[src/rst_audio_pkg.sv]
package rst_audio_pkg;
    // Register indices (printed offsets not all multiples of four)
    localparam logic [31:0] reset_pin_config_idx = 32'h5000_0040;
    localparam logic [31:0] reset_pin_hold_time_idx = 32'h5000_0042;
    localparam logic [31:0] pcm_clock_divider_idx = 32'h5000_1C40;
    localparam logic [31:0] pcm_fraction_pattern_idx = 32'h5000_1C42;
    localparam logic [31:0] pdm_clock_divider_idx = 32'h5000_1C44;
    localparam logic [31:0] rate_conv_clock_divider_idx = 32'h5000_1C46;
    // Word address bits kept by the decoder
    localparam int addr_w = 16;
    // Field positions
    localparam int pin_pol_bit = 7;
    localparam int pin_sel_msb = 5;
    localparam int pcm_en_bit = 12;
    localparam int pcm_div_msb = 11;
    localparam int pdm_master_bit = 9;
    localparam int pdm_en_bit = 8;
    localparam int pdm_divisor_msb = 7;
    localparam int src_en_bit = 8;
    localparam int rate_conv_divisor_msb = 7;
    // Reset values
    localparam logic [7:0] pin_config_rst = 8'h00;
    localparam logic [6:0] hold_time_rst = 7'h18;
    localparam logic [13:0] pcm_div_rst = 14'h0000;
    localparam logic [15:0] pcm_frac_rst = 16'h0000;
    localparam logic [9:0] pdm_divisor_rst = 10'h000;
    localparam logic [8:0] rate_conv_divisor_rst = 9'h000;
    // Slow clock periods per hold-time unit
    localparam int hold_unit_ticks = 4096;
    // Pin select layout
    localparam logic [5:0] sel_none = 6'h00;
    localparam int gpio_count = 32;
endpackage : rst_audio_pkg

[src/reset_pin_and_audio_clock_gen.sv]
// Behaviour
// RULE1: GPIO reset pin active low when polarity bit 7 is 0, high when 1.
// RULE2: Polarity applies to GPIO pin only; reset pad always active high.
// RULE3: Select 0 disables; codes 1..32 pick P0_0..P3_7 in order.
// RULE4: Reset fires after pin active for field times 4096 slow clock periods.
// RULE5: Hold counter clears whenever pin goes inactive before expiry.
// RULE6: PCM clock runs only when bit 12 set, divided by bits 11:0.
// RULE7: Software writes divider before or with the enable, never after.
// RULE8: Fraction denominator is position of highest set bit plus one.
// RULE9: Fraction numerator is number of set bits in the pattern.
// RULE10: Walk pattern downward from top set bit, each 1 stretches a period.
// RULE11: PDM clock runs only when bit 8 set, divided by bits 7:0; in slave mode pdm_clk follows pdm_clk_in undivided, whatever bit 8 is.
// RULE12: PDM is clock slave when bit 9 is 0, master when 1.
// RULE13: Rate converter clock runs only when bit 8 set, divided by 7:0.
`timescale 1ns/1ps
module reset_pin_and_audio_clock_gen #(
    parameter int hold_unit = rst_audio_pkg::hold_unit_ticks
) (
    // System
    input wire logic clk,
    input wire logic resetn,
    // Wishbone slave
    input wire logic cyc_i,
    input wire logic stb_i,
    input wire logic we_i,
    input wire logic [31:0] adr_i,
    input wire logic [3:0] sel_i,
    input wire logic [31:0] dat_i,
    output logic [31:0] dat_o,
    output logic ack_o,
    // Reset sources
    input wire logic [31:0] gpio_in,
    input wire logic reset_pad,
    input wire logic slow_rc_clock,
    output logic power_on_reset,
    // Audio clocks
    input wire logic pdm_clk_in,
    output logic pcm_clk,
    output logic pdm_clk,
    output logic pdm_clk_oe,
    output logic pdm_clock_master_select,
    output logic rate_conv_clk
);
    initial begin
        if (hold_unit < 1) begin
            $error("hold_unit must be at least one");
        end
    end

    localparam int hu_w = $clog2(hold_unit + 1);

    // Whole state of the block
    typedef struct packed {
        logic ack;
        logic [31:0] rdata;
        logic [7:0] pin_cfg;
        logic [6:0] hold_time;
        logic [13:0] pcm_div;
        logic [15:0] pcm_frac;
        logic [9:0] pdm_divisor;
        logic [8:0] rate_conv_divisor;
        logic [2:0] pin_s;
        logic [2:0] pad_s;
        logic [2:0] rc_s;
        logic [2:0] pdmi_s;
        logic pin_act;
        logic pad_act;
        logic rc_lvl;
        logic [hu_w-1:0] unit_cnt;
        logic [6:0] hold_cnt;
        logic por;
        logic [12:0] pcm_cnt;
        logic [15:0] frac_mask;
        logic pcm_out;
        logic [7:0] pdm_cnt;
        logic pdm_out;
        logic pdm_in_lvl;
        logic [7:0] src_cnt;
        logic src_out;
    } state_t;

    state_t st_r;
    state_t st_nxt;

    // Index of highest set bit, 0 when none
    function automatic logic [4:0] top_bit(input logic [15:0] v);
        logic [4:0] p;
        p = 5'h00;
        for (int i = 0; i < 16; i++) begin
            if (v[i]) begin
                p = 5'(i);
            end
        end
        return p;
    endfunction : top_bit

    // Pick the slot of a one-bit field; codes past the last pin pick none
    function automatic logic in_sel(input logic [31:0] v,
                                    input logic [5:0] s);
        return (s == rst_audio_pkg::sel_none
                || s > 6'(rst_audio_pkg::gpio_count)) ? 1'b0
                                                     : v[5'(s - 6'h01)];
    endfunction : in_sel

    // Word address decode; address carries the register index
    function automatic logic hit(input logic [31:0] a, input logic [31:0] idx);
        return a[rst_audio_pkg::addr_w+1:2] == idx[rst_audio_pkg::addr_w-1:0];
    endfunction : hit

    logic req;
    logic [31:0] wmask;
    logic gpio_raw;
    logic pin_raw;
    logic [15:0] frac;
    logic [12:0] pcm_target;
    logic [15:0] rd;

    assign req = cyc_i && stb_i && !st_r.ack;
    assign frac = st_r.pcm_frac;

    // Byte-lane mask from select
    always_comb begin
        for (int b = 0; b < 4; b++) begin
            wmask[8*b +: 8] = {8{sel_i[b]}};
        end
    end

    // Raw reset source seen by the pin path
    always_comb begin
        gpio_raw = in_sel(gpio_in,
            st_r.pin_cfg[rst_audio_pkg::pin_sel_msb:0]); // RULE3
        pin_raw = st_r.pin_cfg[rst_audio_pkg::pin_pol_bit] ? gpio_raw
                                                           : !gpio_raw; // RULE1
    end

    // Read data mux
    always_comb begin
        rd = 16'h0000;
        if (hit(adr_i, rst_audio_pkg::reset_pin_config_idx)) begin
            rd = {8'h00, st_r.pin_cfg};
        end else if (hit(adr_i, rst_audio_pkg::reset_pin_hold_time_idx)) begin
            rd = {9'h000, st_r.hold_time};
        end else if (hit(adr_i, rst_audio_pkg::pcm_clock_divider_idx)) begin
            rd = {2'h0, st_r.pcm_div};
        end else if (hit(adr_i, rst_audio_pkg::pcm_fraction_pattern_idx)) begin
            rd = st_r.pcm_frac;
        end else if (hit(adr_i, rst_audio_pkg::pdm_clock_divider_idx)) begin
            rd = {6'h00, st_r.pdm_divisor};
        end else if (hit(adr_i,
                         rst_audio_pkg::rate_conv_clock_divider_idx)) begin
            rd = {7'h00, st_r.rate_conv_divisor};
        end
    end

    // PCM half period: low half one cycle longer while current bit is set,
    // so each set bit stretches its whole period by one source cycle
    assign pcm_target = {1'b0, st_r.pcm_div[rst_audio_pkg::pcm_div_msb:0]}
        + {12'h000, |(st_r.frac_mask & frac) && !st_r.pcm_out}; // RULE10

    // Next-state logic
    always_comb begin
        st_nxt = st_r;
        st_nxt.ack = req;
        st_nxt.rdata = {16'h0000, rd};
        // Register writes
        if (req && we_i) begin
            if (hit(adr_i, rst_audio_pkg::reset_pin_config_idx)) begin
                st_nxt.pin_cfg = (st_r.pin_cfg & ~wmask[7:0])
                    | (dat_i[7:0] & wmask[7:0]);
            end
            if (hit(adr_i, rst_audio_pkg::reset_pin_hold_time_idx)) begin
                st_nxt.hold_time = (st_r.hold_time & ~wmask[6:0])
                    | (dat_i[6:0] & wmask[6:0]);
            end
            if (hit(adr_i, rst_audio_pkg::pcm_clock_divider_idx)) begin
                // Divider and enable land together in one write
                st_nxt.pcm_div = (st_r.pcm_div & ~wmask[13:0])
                    | (dat_i[13:0] & wmask[13:0]); // RULE7
            end
            if (hit(adr_i, rst_audio_pkg::pcm_fraction_pattern_idx)) begin
                st_nxt.pcm_frac = (st_r.pcm_frac & ~wmask[15:0])
                    | (dat_i[15:0] & wmask[15:0]);
            end
            if (hit(adr_i, rst_audio_pkg::pdm_clock_divider_idx)) begin
                st_nxt.pdm_divisor = (st_r.pdm_divisor & ~wmask[9:0])
                    | (dat_i[9:0] & wmask[9:0]);
            end
            if (hit(adr_i, rst_audio_pkg::rate_conv_clock_divider_idx)) begin
                st_nxt.rate_conv_divisor = (st_r.rate_conv_divisor & ~wmask[8:0])
                    | (dat_i[8:0] & wmask[8:0]);
            end
        end
        // Input synchronisers, three stages
        st_nxt.pin_s = {st_r.pin_s[1:0], pin_raw};
        st_nxt.pad_s = {st_r.pad_s[1:0], reset_pad};
        st_nxt.rc_s = {st_r.rc_s[1:0], slow_rc_clock};
        st_nxt.pdmi_s = {st_r.pdmi_s[1:0], pdm_clk_in};
        if (st_r.pin_s[2] == st_r.pin_s[1]) begin
            st_nxt.pin_act = st_r.pin_s[2];
        end
        if (st_r.pad_s[2] == st_r.pad_s[1]) begin
            st_nxt.pad_act = st_r.pad_s[2]; // RULE2
        end
        if (st_r.rc_s[2] == st_r.rc_s[1]) begin
            st_nxt.rc_lvl = st_r.rc_s[2];
        end
        if (st_r.pdmi_s[2] == st_r.pdmi_s[1]) begin
            st_nxt.pdm_in_lvl = st_r.pdmi_s[2];
        end
        // Hold timer counts slow clock rising edges while pin active
        if (!st_r.pin_act
            || st_r.pin_cfg[rst_audio_pkg::pin_sel_msb:0]
               == rst_audio_pkg::sel_none) begin
            st_nxt.unit_cnt = '0; // RULE5
            st_nxt.hold_cnt = 7'h00; // RULE5
        end else if (!st_r.por && st_nxt.rc_lvl && !st_r.rc_lvl) begin
            if (st_r.unit_cnt == hu_w'(hold_unit - 1)) begin
                st_nxt.unit_cnt = '0;
                st_nxt.hold_cnt = st_r.hold_cnt + 7'h01; // RULE4
            end else begin
                st_nxt.unit_cnt = st_r.unit_cnt + hu_w'(1);
            end
        end
        // Reset raised while held long enough or pad active
        st_nxt.por = st_r.pad_act
            || (st_r.pin_act && st_r.hold_cnt >= st_r.hold_time
                && st_r.pin_cfg[rst_audio_pkg::pin_sel_msb:0]
                   != rst_audio_pkg::sel_none); // RULE4
        // PCM divider with fractional stretch
        if (!st_r.pcm_div[rst_audio_pkg::pcm_en_bit]) begin
            st_nxt.pcm_cnt = 13'h0000; // RULE6
            st_nxt.pcm_out = 1'b0;
            st_nxt.frac_mask = 16'h0000;
        end else if (st_r.pcm_cnt + 13'h0001 >= pcm_target) begin
            st_nxt.pcm_cnt = 13'h0000;
            st_nxt.pcm_out = !st_r.pcm_out; // RULE6
            // Advance the fraction pointer once per full period
            if (st_r.pcm_out) begin
                if (st_r.frac_mask <= 16'h0001) begin
                    st_nxt.frac_mask = 16'h0001 << top_bit(frac); // RULE8
                end else begin
                    st_nxt.frac_mask = st_r.frac_mask >> 1; // RULE9
                end
            end
        end else begin
            st_nxt.pcm_cnt = st_r.pcm_cnt + 13'h0001;
        end
        // PDM divider
        if (!st_r.pdm_divisor[rst_audio_pkg::pdm_en_bit]) begin
            st_nxt.pdm_cnt = 8'h00; // RULE11
            st_nxt.pdm_out = 1'b0;
        end else if (st_r.pdm_cnt + 8'h01
                     >= st_r.pdm_divisor[rst_audio_pkg::pdm_divisor_msb:0]) begin
            st_nxt.pdm_cnt = 8'h00;
            st_nxt.pdm_out = !st_r.pdm_out; // RULE11
        end else begin
            st_nxt.pdm_cnt = st_r.pdm_cnt + 8'h01;
        end
        // Rate converter divider
        if (!st_r.rate_conv_divisor[rst_audio_pkg::src_en_bit]) begin
            st_nxt.src_cnt = 8'h00; // RULE13
            st_nxt.src_out = 1'b0;
        end else if (st_r.src_cnt + 8'h01
                     >= st_r.rate_conv_divisor[rst_audio_pkg::rate_conv_divisor_msb:0]) begin
            st_nxt.src_cnt = 8'h00;
            st_nxt.src_out = !st_r.src_out; // RULE13
        end else begin
            st_nxt.src_cnt = st_r.src_cnt + 8'h01;
        end
    end

    // State register
    always_ff @(posedge clk or negedge resetn) begin
        if (!resetn) begin
            st_r <= '0;
            st_r.pin_cfg <= rst_audio_pkg::pin_config_rst;
            st_r.hold_time <= rst_audio_pkg::hold_time_rst;
            st_r.pcm_div <= rst_audio_pkg::pcm_div_rst;
            st_r.pcm_frac <= rst_audio_pkg::pcm_frac_rst;
            st_r.pdm_divisor <= rst_audio_pkg::pdm_divisor_rst;
            st_r.rate_conv_divisor <= rst_audio_pkg::rate_conv_divisor_rst;
        end else begin
            st_r <= st_nxt;
        end
    end

    // Outputs
    assign ack_o = st_r.ack;
    assign dat_o = st_r.rdata;
    assign power_on_reset = st_r.por;
    assign pcm_clk = st_r.pcm_out;
    assign pdm_clock_master_select =
        st_r.pdm_divisor[rst_audio_pkg::pdm_master_bit];
    assign pdm_clk = pdm_clock_master_select ? st_r.pdm_out
                                             : st_r.pdm_in_lvl; // RULE12
    assign pdm_clk_oe = pdm_clock_master_select; // RULE12
    assign rate_conv_clk = st_r.src_out;
endmodule : reset_pin_and_audio_clock_gen

[config.mk]
export PLATFORM = sky130hd
export DESIGN_NAME = reset_pin_and_audio_clock_gen
export DESIGN_NICKNAME = d
export VERILOG_FILES = /design/src/rst_audio_pkg.sv /design/src/reset_pin_and_audio_clock_gen.sv
export SDC_FILE = /design/constraint.sdc
export NUM_CORES = 1
export LEC_CHECK = 0
export ABC_AREA = 1
export BUFFER_PORTS_ARGS = -buffer_cell sky130_fd_sc_hd__buf_2
export CAP_MARGIN = 20
export CORE_UTILIZATION = 45
export CTS_CLUSTER_DIAMETER = 50
export DETAILED_ROUTE_END_ITERATION = 16
export GPL_TIMING_DRIVEN = 1
export PLACE_DENSITY = 0.68
export SETUP_SLACK_MARGIN = 0.4
export SKIP_CTS_REPAIR_TIMING = 1
export SYNTH_ARGS = -nofsm -noshare
export SYNTH_HDL_FRONTEND = slang
export SYNTH_SLANG_ARGS = --single-unit
[constraint.sdc]
create_clock -name clk -period 3.1 [get_ports clk]
set_input_delay 0.93 -clock clk [delete_from_list [all_inputs] [get_ports clk]]
set_output_delay 0.93 -clock clk [all_outputs]
set_load 0.05 [all_outputs]
==> results.toml, run 1 <==
[yosys]
synthFlopType = "dfrtp_1"
yosys-mux-area-fraction_pct = 0.774
synthArstFlopShare_pct = 100
synth-compound-area-share_pct = 13.6
netlist_top_cells_area = "dfrtp_1, inv_1, nand2_1"
synthAdderAreaFrac_pct = 6.33
synth_most_common_cell = "inv_1"
synth_top_area_cell = "dfrtp_1"
ys_seq_area_share_pct = 44.3
synth_edf_count = 0
synthSimpleGateAreaFrac_pct = 20.5
synth_top_family_by_area = "simple AND/OR/NAND/NOR gates"
yosysTopAreaCellShare_pct = 43.8
yosys-top-cells-count = "inv_1, dfrtp_1, nand2_1, nor2_1, o21ai_0"
yosysUniqueCellTypes = 65
synth_xor_area_share_pct = 2.99
yosys_warnings = 0
ys_ff_latch = 166
netlist_area_sq_um = 9380
avgSynthCellArea_sq_um = 8.46
synth_cells = 1108

[floorplanning]
std_cell_rows = 52
die_area_sq_um = 21400
die_height_um = 146
die_w_um = 146
start_util_pct = 46.2
core_area_sq_um = 20300
io_pins = 147

[timing]
finalSetupViolations = 30
drv_slew = 0
fmax_mhz = 284
worst_slew_pin_slew_ns = 0.552
relSlewSlack_pct = 62.9
fin_skew_ns = 0.0116
fin_crit_sh_pct = 114
timing.final.ws_setup_ns = -0.419
hold_viol = 0
rsz0062_at_grt = "true"
finalCriticalPeriod_ns = 3.52

[power]
leakage_uw = 0.00559
switchingPower_uw = 1140
vdd_drop_max_mv = 0.379
seqPwrFrac_pct = 49.2
pwr-share-clk_pct = 46.1
combPwrFrac_pct = 4.6
p_int_uw = 3300
switching_share_pct = 25.6
power_density_nw_per_um2 = 394

[global_route]
grt-ovfl-total = 0
grt_max_degree = 90
grt_pass1_wl_um = 36400
grt_usage_pct = 21.2
antenna_found_initial = 0
grt_pass1_vias = 7601

[worst_setup_path]
cp_max_fo = 4
arrival_ns = 3.87
crit_path_start_kind = "register"
criticalPathCategory = "reg -> reg"
cp.required_ns = 3.45
cp_cell_sequence = "inv_1 -> o21ai_0 -> a221oi_1 -> a31oi_1 -> ha_2 -> ha_4 -> nand3_4 -> buf_4 -> buf_4 -> xor2_1 -> ha_1 -> a21oi_1 -> o221ai_1 -> nand3_1 -> nand3_2 -> nor2_4 -> a21oi_4 -> buf_4 -> buf_6 -> o22ai_2"
worstSetupEndpointType = "register"
crit_family = "compound AO/OA/AOI/OAI gates"
cpMaxStageDelayCell = "a221oi_1"
slowest_delay_ns = 0.39
crit_buf_inv = 5
crit_top_cell = "buf_4"

[route]
postRouteAntennaNets = 0
viasPerCell = 5.09
drt_first_pass_iters = 5
routed_wl_um = 21700
drc = 0
vias = 7847
wire_per_inst_um = 14.1
drt_iter0_markers = 398

[finish]
nets = 1413
syn2layout_area_growth_pct = 19.9
drive_above_1_share_pct = 23.1
fillCellCount = 1882
layoutNonFillerInstCount = 1542
diodes = 0
fin_area_sq_um = 11200

[run_status]
failed_checks = "setup timing"
status = "finished, violations left"

[placed_design]
dp_hpwl_um = 16800
gp_congestion = 0.884
dp_cells = 1506
dpl_cell_area_sq_um = 10500
io_buffers = 96

[clock_network]
cts_root_buffer = "clkbuf_16"
clk_pin_slew_ns = 0.07
cts_num_sinks = 166
cts_tree = "built"
clk_path_buf_depth = 2
insertion_delay_ns = 0.43
h-tree-depth = 4
cts_buffers = 17

[flow_run]
drv_cap = 0

[min_path]
hp-class = "reg -> reg"
-- cell families after synthesis --
family	after synthesis
AO/OA/AOI/OAI	211
AND/OR/NAND/NOR	404
other	1
adder cells (fa/ha/maj)	48
flip-flops	166
XOR/XNOR	32
multiplexers	7
buffers and inverters	239
-- final timing paths --
kind	cells after the start	end	slack, ns	startpoint
hold reg to reg	0	st_nxt[75]	0.35	st_nxt[74]
setup reg to reg	20	st_r[35]	-0.42	register
setup / recovery	20	st_r[35]	-0.42	register
min in group asynchronous	1	st_r[63]	0.38	resetn
max in group asynchronous	2	async pin	1.95	resetn
hold / removal	0	st_nxt[75]	0.35	st_nxt[74]
-- layout make-up --
class / count / area (sq um) / area share, %
clock buffer: 17 / 425 / 3.79
clock inverter: 14 / 136 / 1.21
inverter: 185 / 709 / 6.31
multi-input combinational: 718 / 4380 / 39.0
sequential: 166 / 4160 / 37.0
tap: 270 / 338 / 3.01
timing repair buffer: 171 / 1090 / 9.66
timing repair inverter: 1 / 7.51 / 0.0668
-- metal layers --
metal / wire length (um) / part of all wire (%) / track usage (%)
met1: 9940 / 46 / 29.1
met2: 10200 / 47 / 34.2
met3: 1290 / 5.9 / 4.44
met5: 0 / 0 / 0
met4: 265 / 1.2 / 5.42
-- through the flow --
step	setup slack, ns	TNS (ns)	hold WS, ns	power, uW	utilization, %
5_1_grt	-0.628	-16.63	0.370	4580	55.4
2_1_floorplan	-0.0840	-0.500	0.331	2330	-
6_report	-0.419	-10.46	0.353	4430	55.4
3_3_place_gp	-0.384	-7.60	0.332	2430	51.7
4_1_cts	-0.469	-10.20	0.353	4480	54.4
3_5_place_dp	-0.429	-9.20	0.337	2430	51.7
-- placed cells by master, fill, tap and decap left out, types with 6 or more instances in the layout --
cell type  instances
inv_1            166
dfrtp_1          164
nand2_1          159
nor2_1           105
buf_2             95
buf_4             70
o21ai_0           49
a21oi_1           43
ha_1              43
nand3_1           40
o21ai_1           39
xor2_1            26
nor3_1            21
clkbuf_16         17
nand4_1           16
conb_1            16
o211ai_1          15
inv_2             14
o221ai_1           9
nand2_2            9
o32ai_1            7
xnor2_1            6
nor2_2             6
o21ai_2            6
a21boi_0           6
inv_8              6
-- power by group through the flow --
stage	registers (uW)	clock network, uW	logic, uW
after global placement	2220	0	205
after global routing	2180	2180	226
final	2180	2050	205
after detailed placement	2220	0	207
after CTS	2180	2090	208
after floorplan	2230	0	97.7
No activity file was read; power rests on OpenSTA's default activity.
==> inputs of run 2 (changes only) <==
Settings changed: ABC_AREA 1 to 0.
==> results.toml, run 2 <==
[yosys]
synth_most_common_cell = "dfrtp_1"
yosysUniqueCellTypes = 71
yosysTopAreaCellShare_pct = 45.5
yosys-top-cells-count = "dfrtp_1, nand2_1, nor2_1, ha_1"
synth_cells = 857
netlist_top_cells_area = "dfrtp_1, ha_1, mux2_2"
ys_seq_area_share_pct = 46.1
ys_ff_latch = 166
synthFlopType = "dfrtp_1"
synth_top_area_cell = "dfrtp_1"
avgSynthCellArea_sq_um = 10.5
netlist_area_sq_um = 9020
synth_edf_count = 0
synthArstFlopShare_pct = 100
yosys_warnings = 0

[route]
drt_first_pass_iters = 5
drc = 0
wire_per_inst_um = 16.5
postRouteAntennaNets = 0
viasPerCell = 5.30
routed_wl_um = 21100
drt_iter0_markers = 505
vias = 6797

[timing]
fin_skew_ns = 0.00729
timing.final.ws_setup_ns = -0.408
finalCriticalPeriod_ns = 3.51
fmax_mhz = 285
finalSetupViolations = 30
hold_viol = 0
holdWs_ns = 0.348
rsz0062_at_grt = "true"
drv_slew = 0
relSlewSlack_pct = 56.1
worst_slew_pin_slew_ns = 0.656
fin_crit_sh_pct = 113

[floorplanning]
die_height_um = 144
std_cell_rows = 51
start_util_pct = 46.2
core_area_sq_um = 19500
io_pins = 147
die_w_um = 144
die_area_sq_um = 20600

[worst_setup_path]
cp.required_ns = 3.41
cp_max_fo = 6
crit_path_start_kind = "register"
arrival_ns = 3.82
worstSetupEndpointType = "register"
criticalPathCategory = "reg -> reg"

[placed_design]
io_buffers = 96
dp_hpwl_um = 16300
dpl_cell_area_sq_um = 10200
gp_congestion = 0.879

[finish]
syn2layout_area_growth_pct = 20.5
multi_input_area_sq_um = 4600
regArea_sq_um = 4160
final_util_pct = 55.6
final_common_cell = "dfrtp_1"
final_cell_mix = "dfrtp_1, buf_2, nand2_1"
diodes = 0
fin_area_sq_um = 10900
drive_above_1_share_pct = 29.8
fillCellCount = 1694
nets = 1157

[run_status]
failed_checks = "setup timing"
status = "finished, violations left"

[global_route]
grt_pass1_vias = 6795
antenna_found_initial = 0
grt-ovfl-total = 0
grt_usage_pct = 22.0
grt_max_degree = 57
grt_pass1_wl_um = 34400

[clock_network]
cts_root_buffer = "clkbuf_16"
h-tree-depth = 4
cts_num_sinks = 166
clk_path_buf_depth = 2
clk_pin_slew_ns = 0.07
cts_tree = "built"
cts_buffers = 17
insertion_delay_ns = 0.43

[power]
vdd_drop_max_mv = 0.361
power_density_nw_per_um2 = 489
leakage_uw = 0.00527

[min_path]
hp-class = "reg -> reg"

[flow_run]
drv_cap = 0
## run 2: cell count changes after synthesis, sizes merged, moves of 13 or more
| cell | before | now |
|---|---|---|
| nor2 | 117 | 64 |
| xnor2 | 6 | 24 |
| nand3 | 47 | 30 |
| mux2 | 2 | 43 |
| inv | 183 | 44 |
| nand2 | 173 | 71 |
| o21ai | 95 | 46 |
| a21oi | 48 | 31 |
| and3 | 3 | 16 |
| nor2b | 0 | 29 |
## run 2: cells by family after synthesis
| family | share of synthesized area (%) |
|---|---|
| mux | 9.23 |
| flops | 46.1 |
| compound gates | 11.5 |
| buf+inv | 5.52 |
| fa+ha+maj | 6.69 |
| other cells | 0.0416 |
| xor+xnor | 4.95 |
| simple gates | 16.0 |
## run 2: stage by stage
step                      TNS (ns)  setup slack [ns]  cells  total power, uW
after global routing        -14.54            -0.583   1282             5550
after CTS                   -14.96            -0.612   1281             5300
final                        -9.40            -0.408   1282             5310
after floorplan              -1.20            -0.155    872             2920
after detailed placement    -14.00            -0.587   1249             3220
after global placement      -11.79            -0.506   1249             3200
## run 2: routing by layer
layer / part of all wire, % / vias up / wire length [um] / GRT usage (%)
met5: 0 / - / 0 / 0
met4: 1.3 / 0 / 285 / 6.33
met3: 4.6 / 18 / 964 / 4.10
met2: 48 / 181 / 10100 / 35.9
met1: 46 / 3308 / 9820 / 29.9
li1: - / 3290 / - / -
## run 2: path summary, 6_finish.rpt
path	start	to	slack [ns]	depth (start not counted)
min in group asynchronous	resetn	st_nxt[80]	0.47	1
setup reg to reg	st_r[21]	st_r[32]	-0.41	17
max in group asynchronous	resetn	st_r[48]	1.94	2
hold reg to reg	st_nxt[80]	st_nxt[81]	0.35	0
hold / removal	st_nxt[80]	st_nxt[81]	0.35	0
setup / recovery	st_r[21]	st_r[32]	-0.41	17
## run 2: area by class of cell
cell class / instances / share of cell area, %
clock buffer: 18 / 4.04
clock inverter: 14 / 1.31
timing repair buffer: 164 / 9.48
multi-input combinational: 611 / 42.3
tap: 265 / 3.05
inverter: 44 / 1.52
sequential: 166 / 38.3
## run 2: critical path, cell delays in order, from the launching register on
cell and delay (ns):
dfrtp_1 0.38, a22o_1 0.24, a221oi_2 0.24, and3_1 0.20, a31oi_1 0.09, ha_2 0.22, ha_4 0.18, nand2_4 0.07
nor2_4 0.05, nand3_2 0.06, xor2_1 0.08, ha_1 0.31, and4_4 0.23, nand4_1 0.12, o31ai_2 0.27, or2_4 0.22
o21ai_4 0.10, a221o_1 0.35
## run 2: power by group
group          total, uW  switching [uW]  internal (uW)  leakage [uW]
logic                933             536            397       0.00287
clock network       2080             935           1150      0.000276
registers           2300            55.6           2240       0.00213
total               5310            1530           3790       0.00527
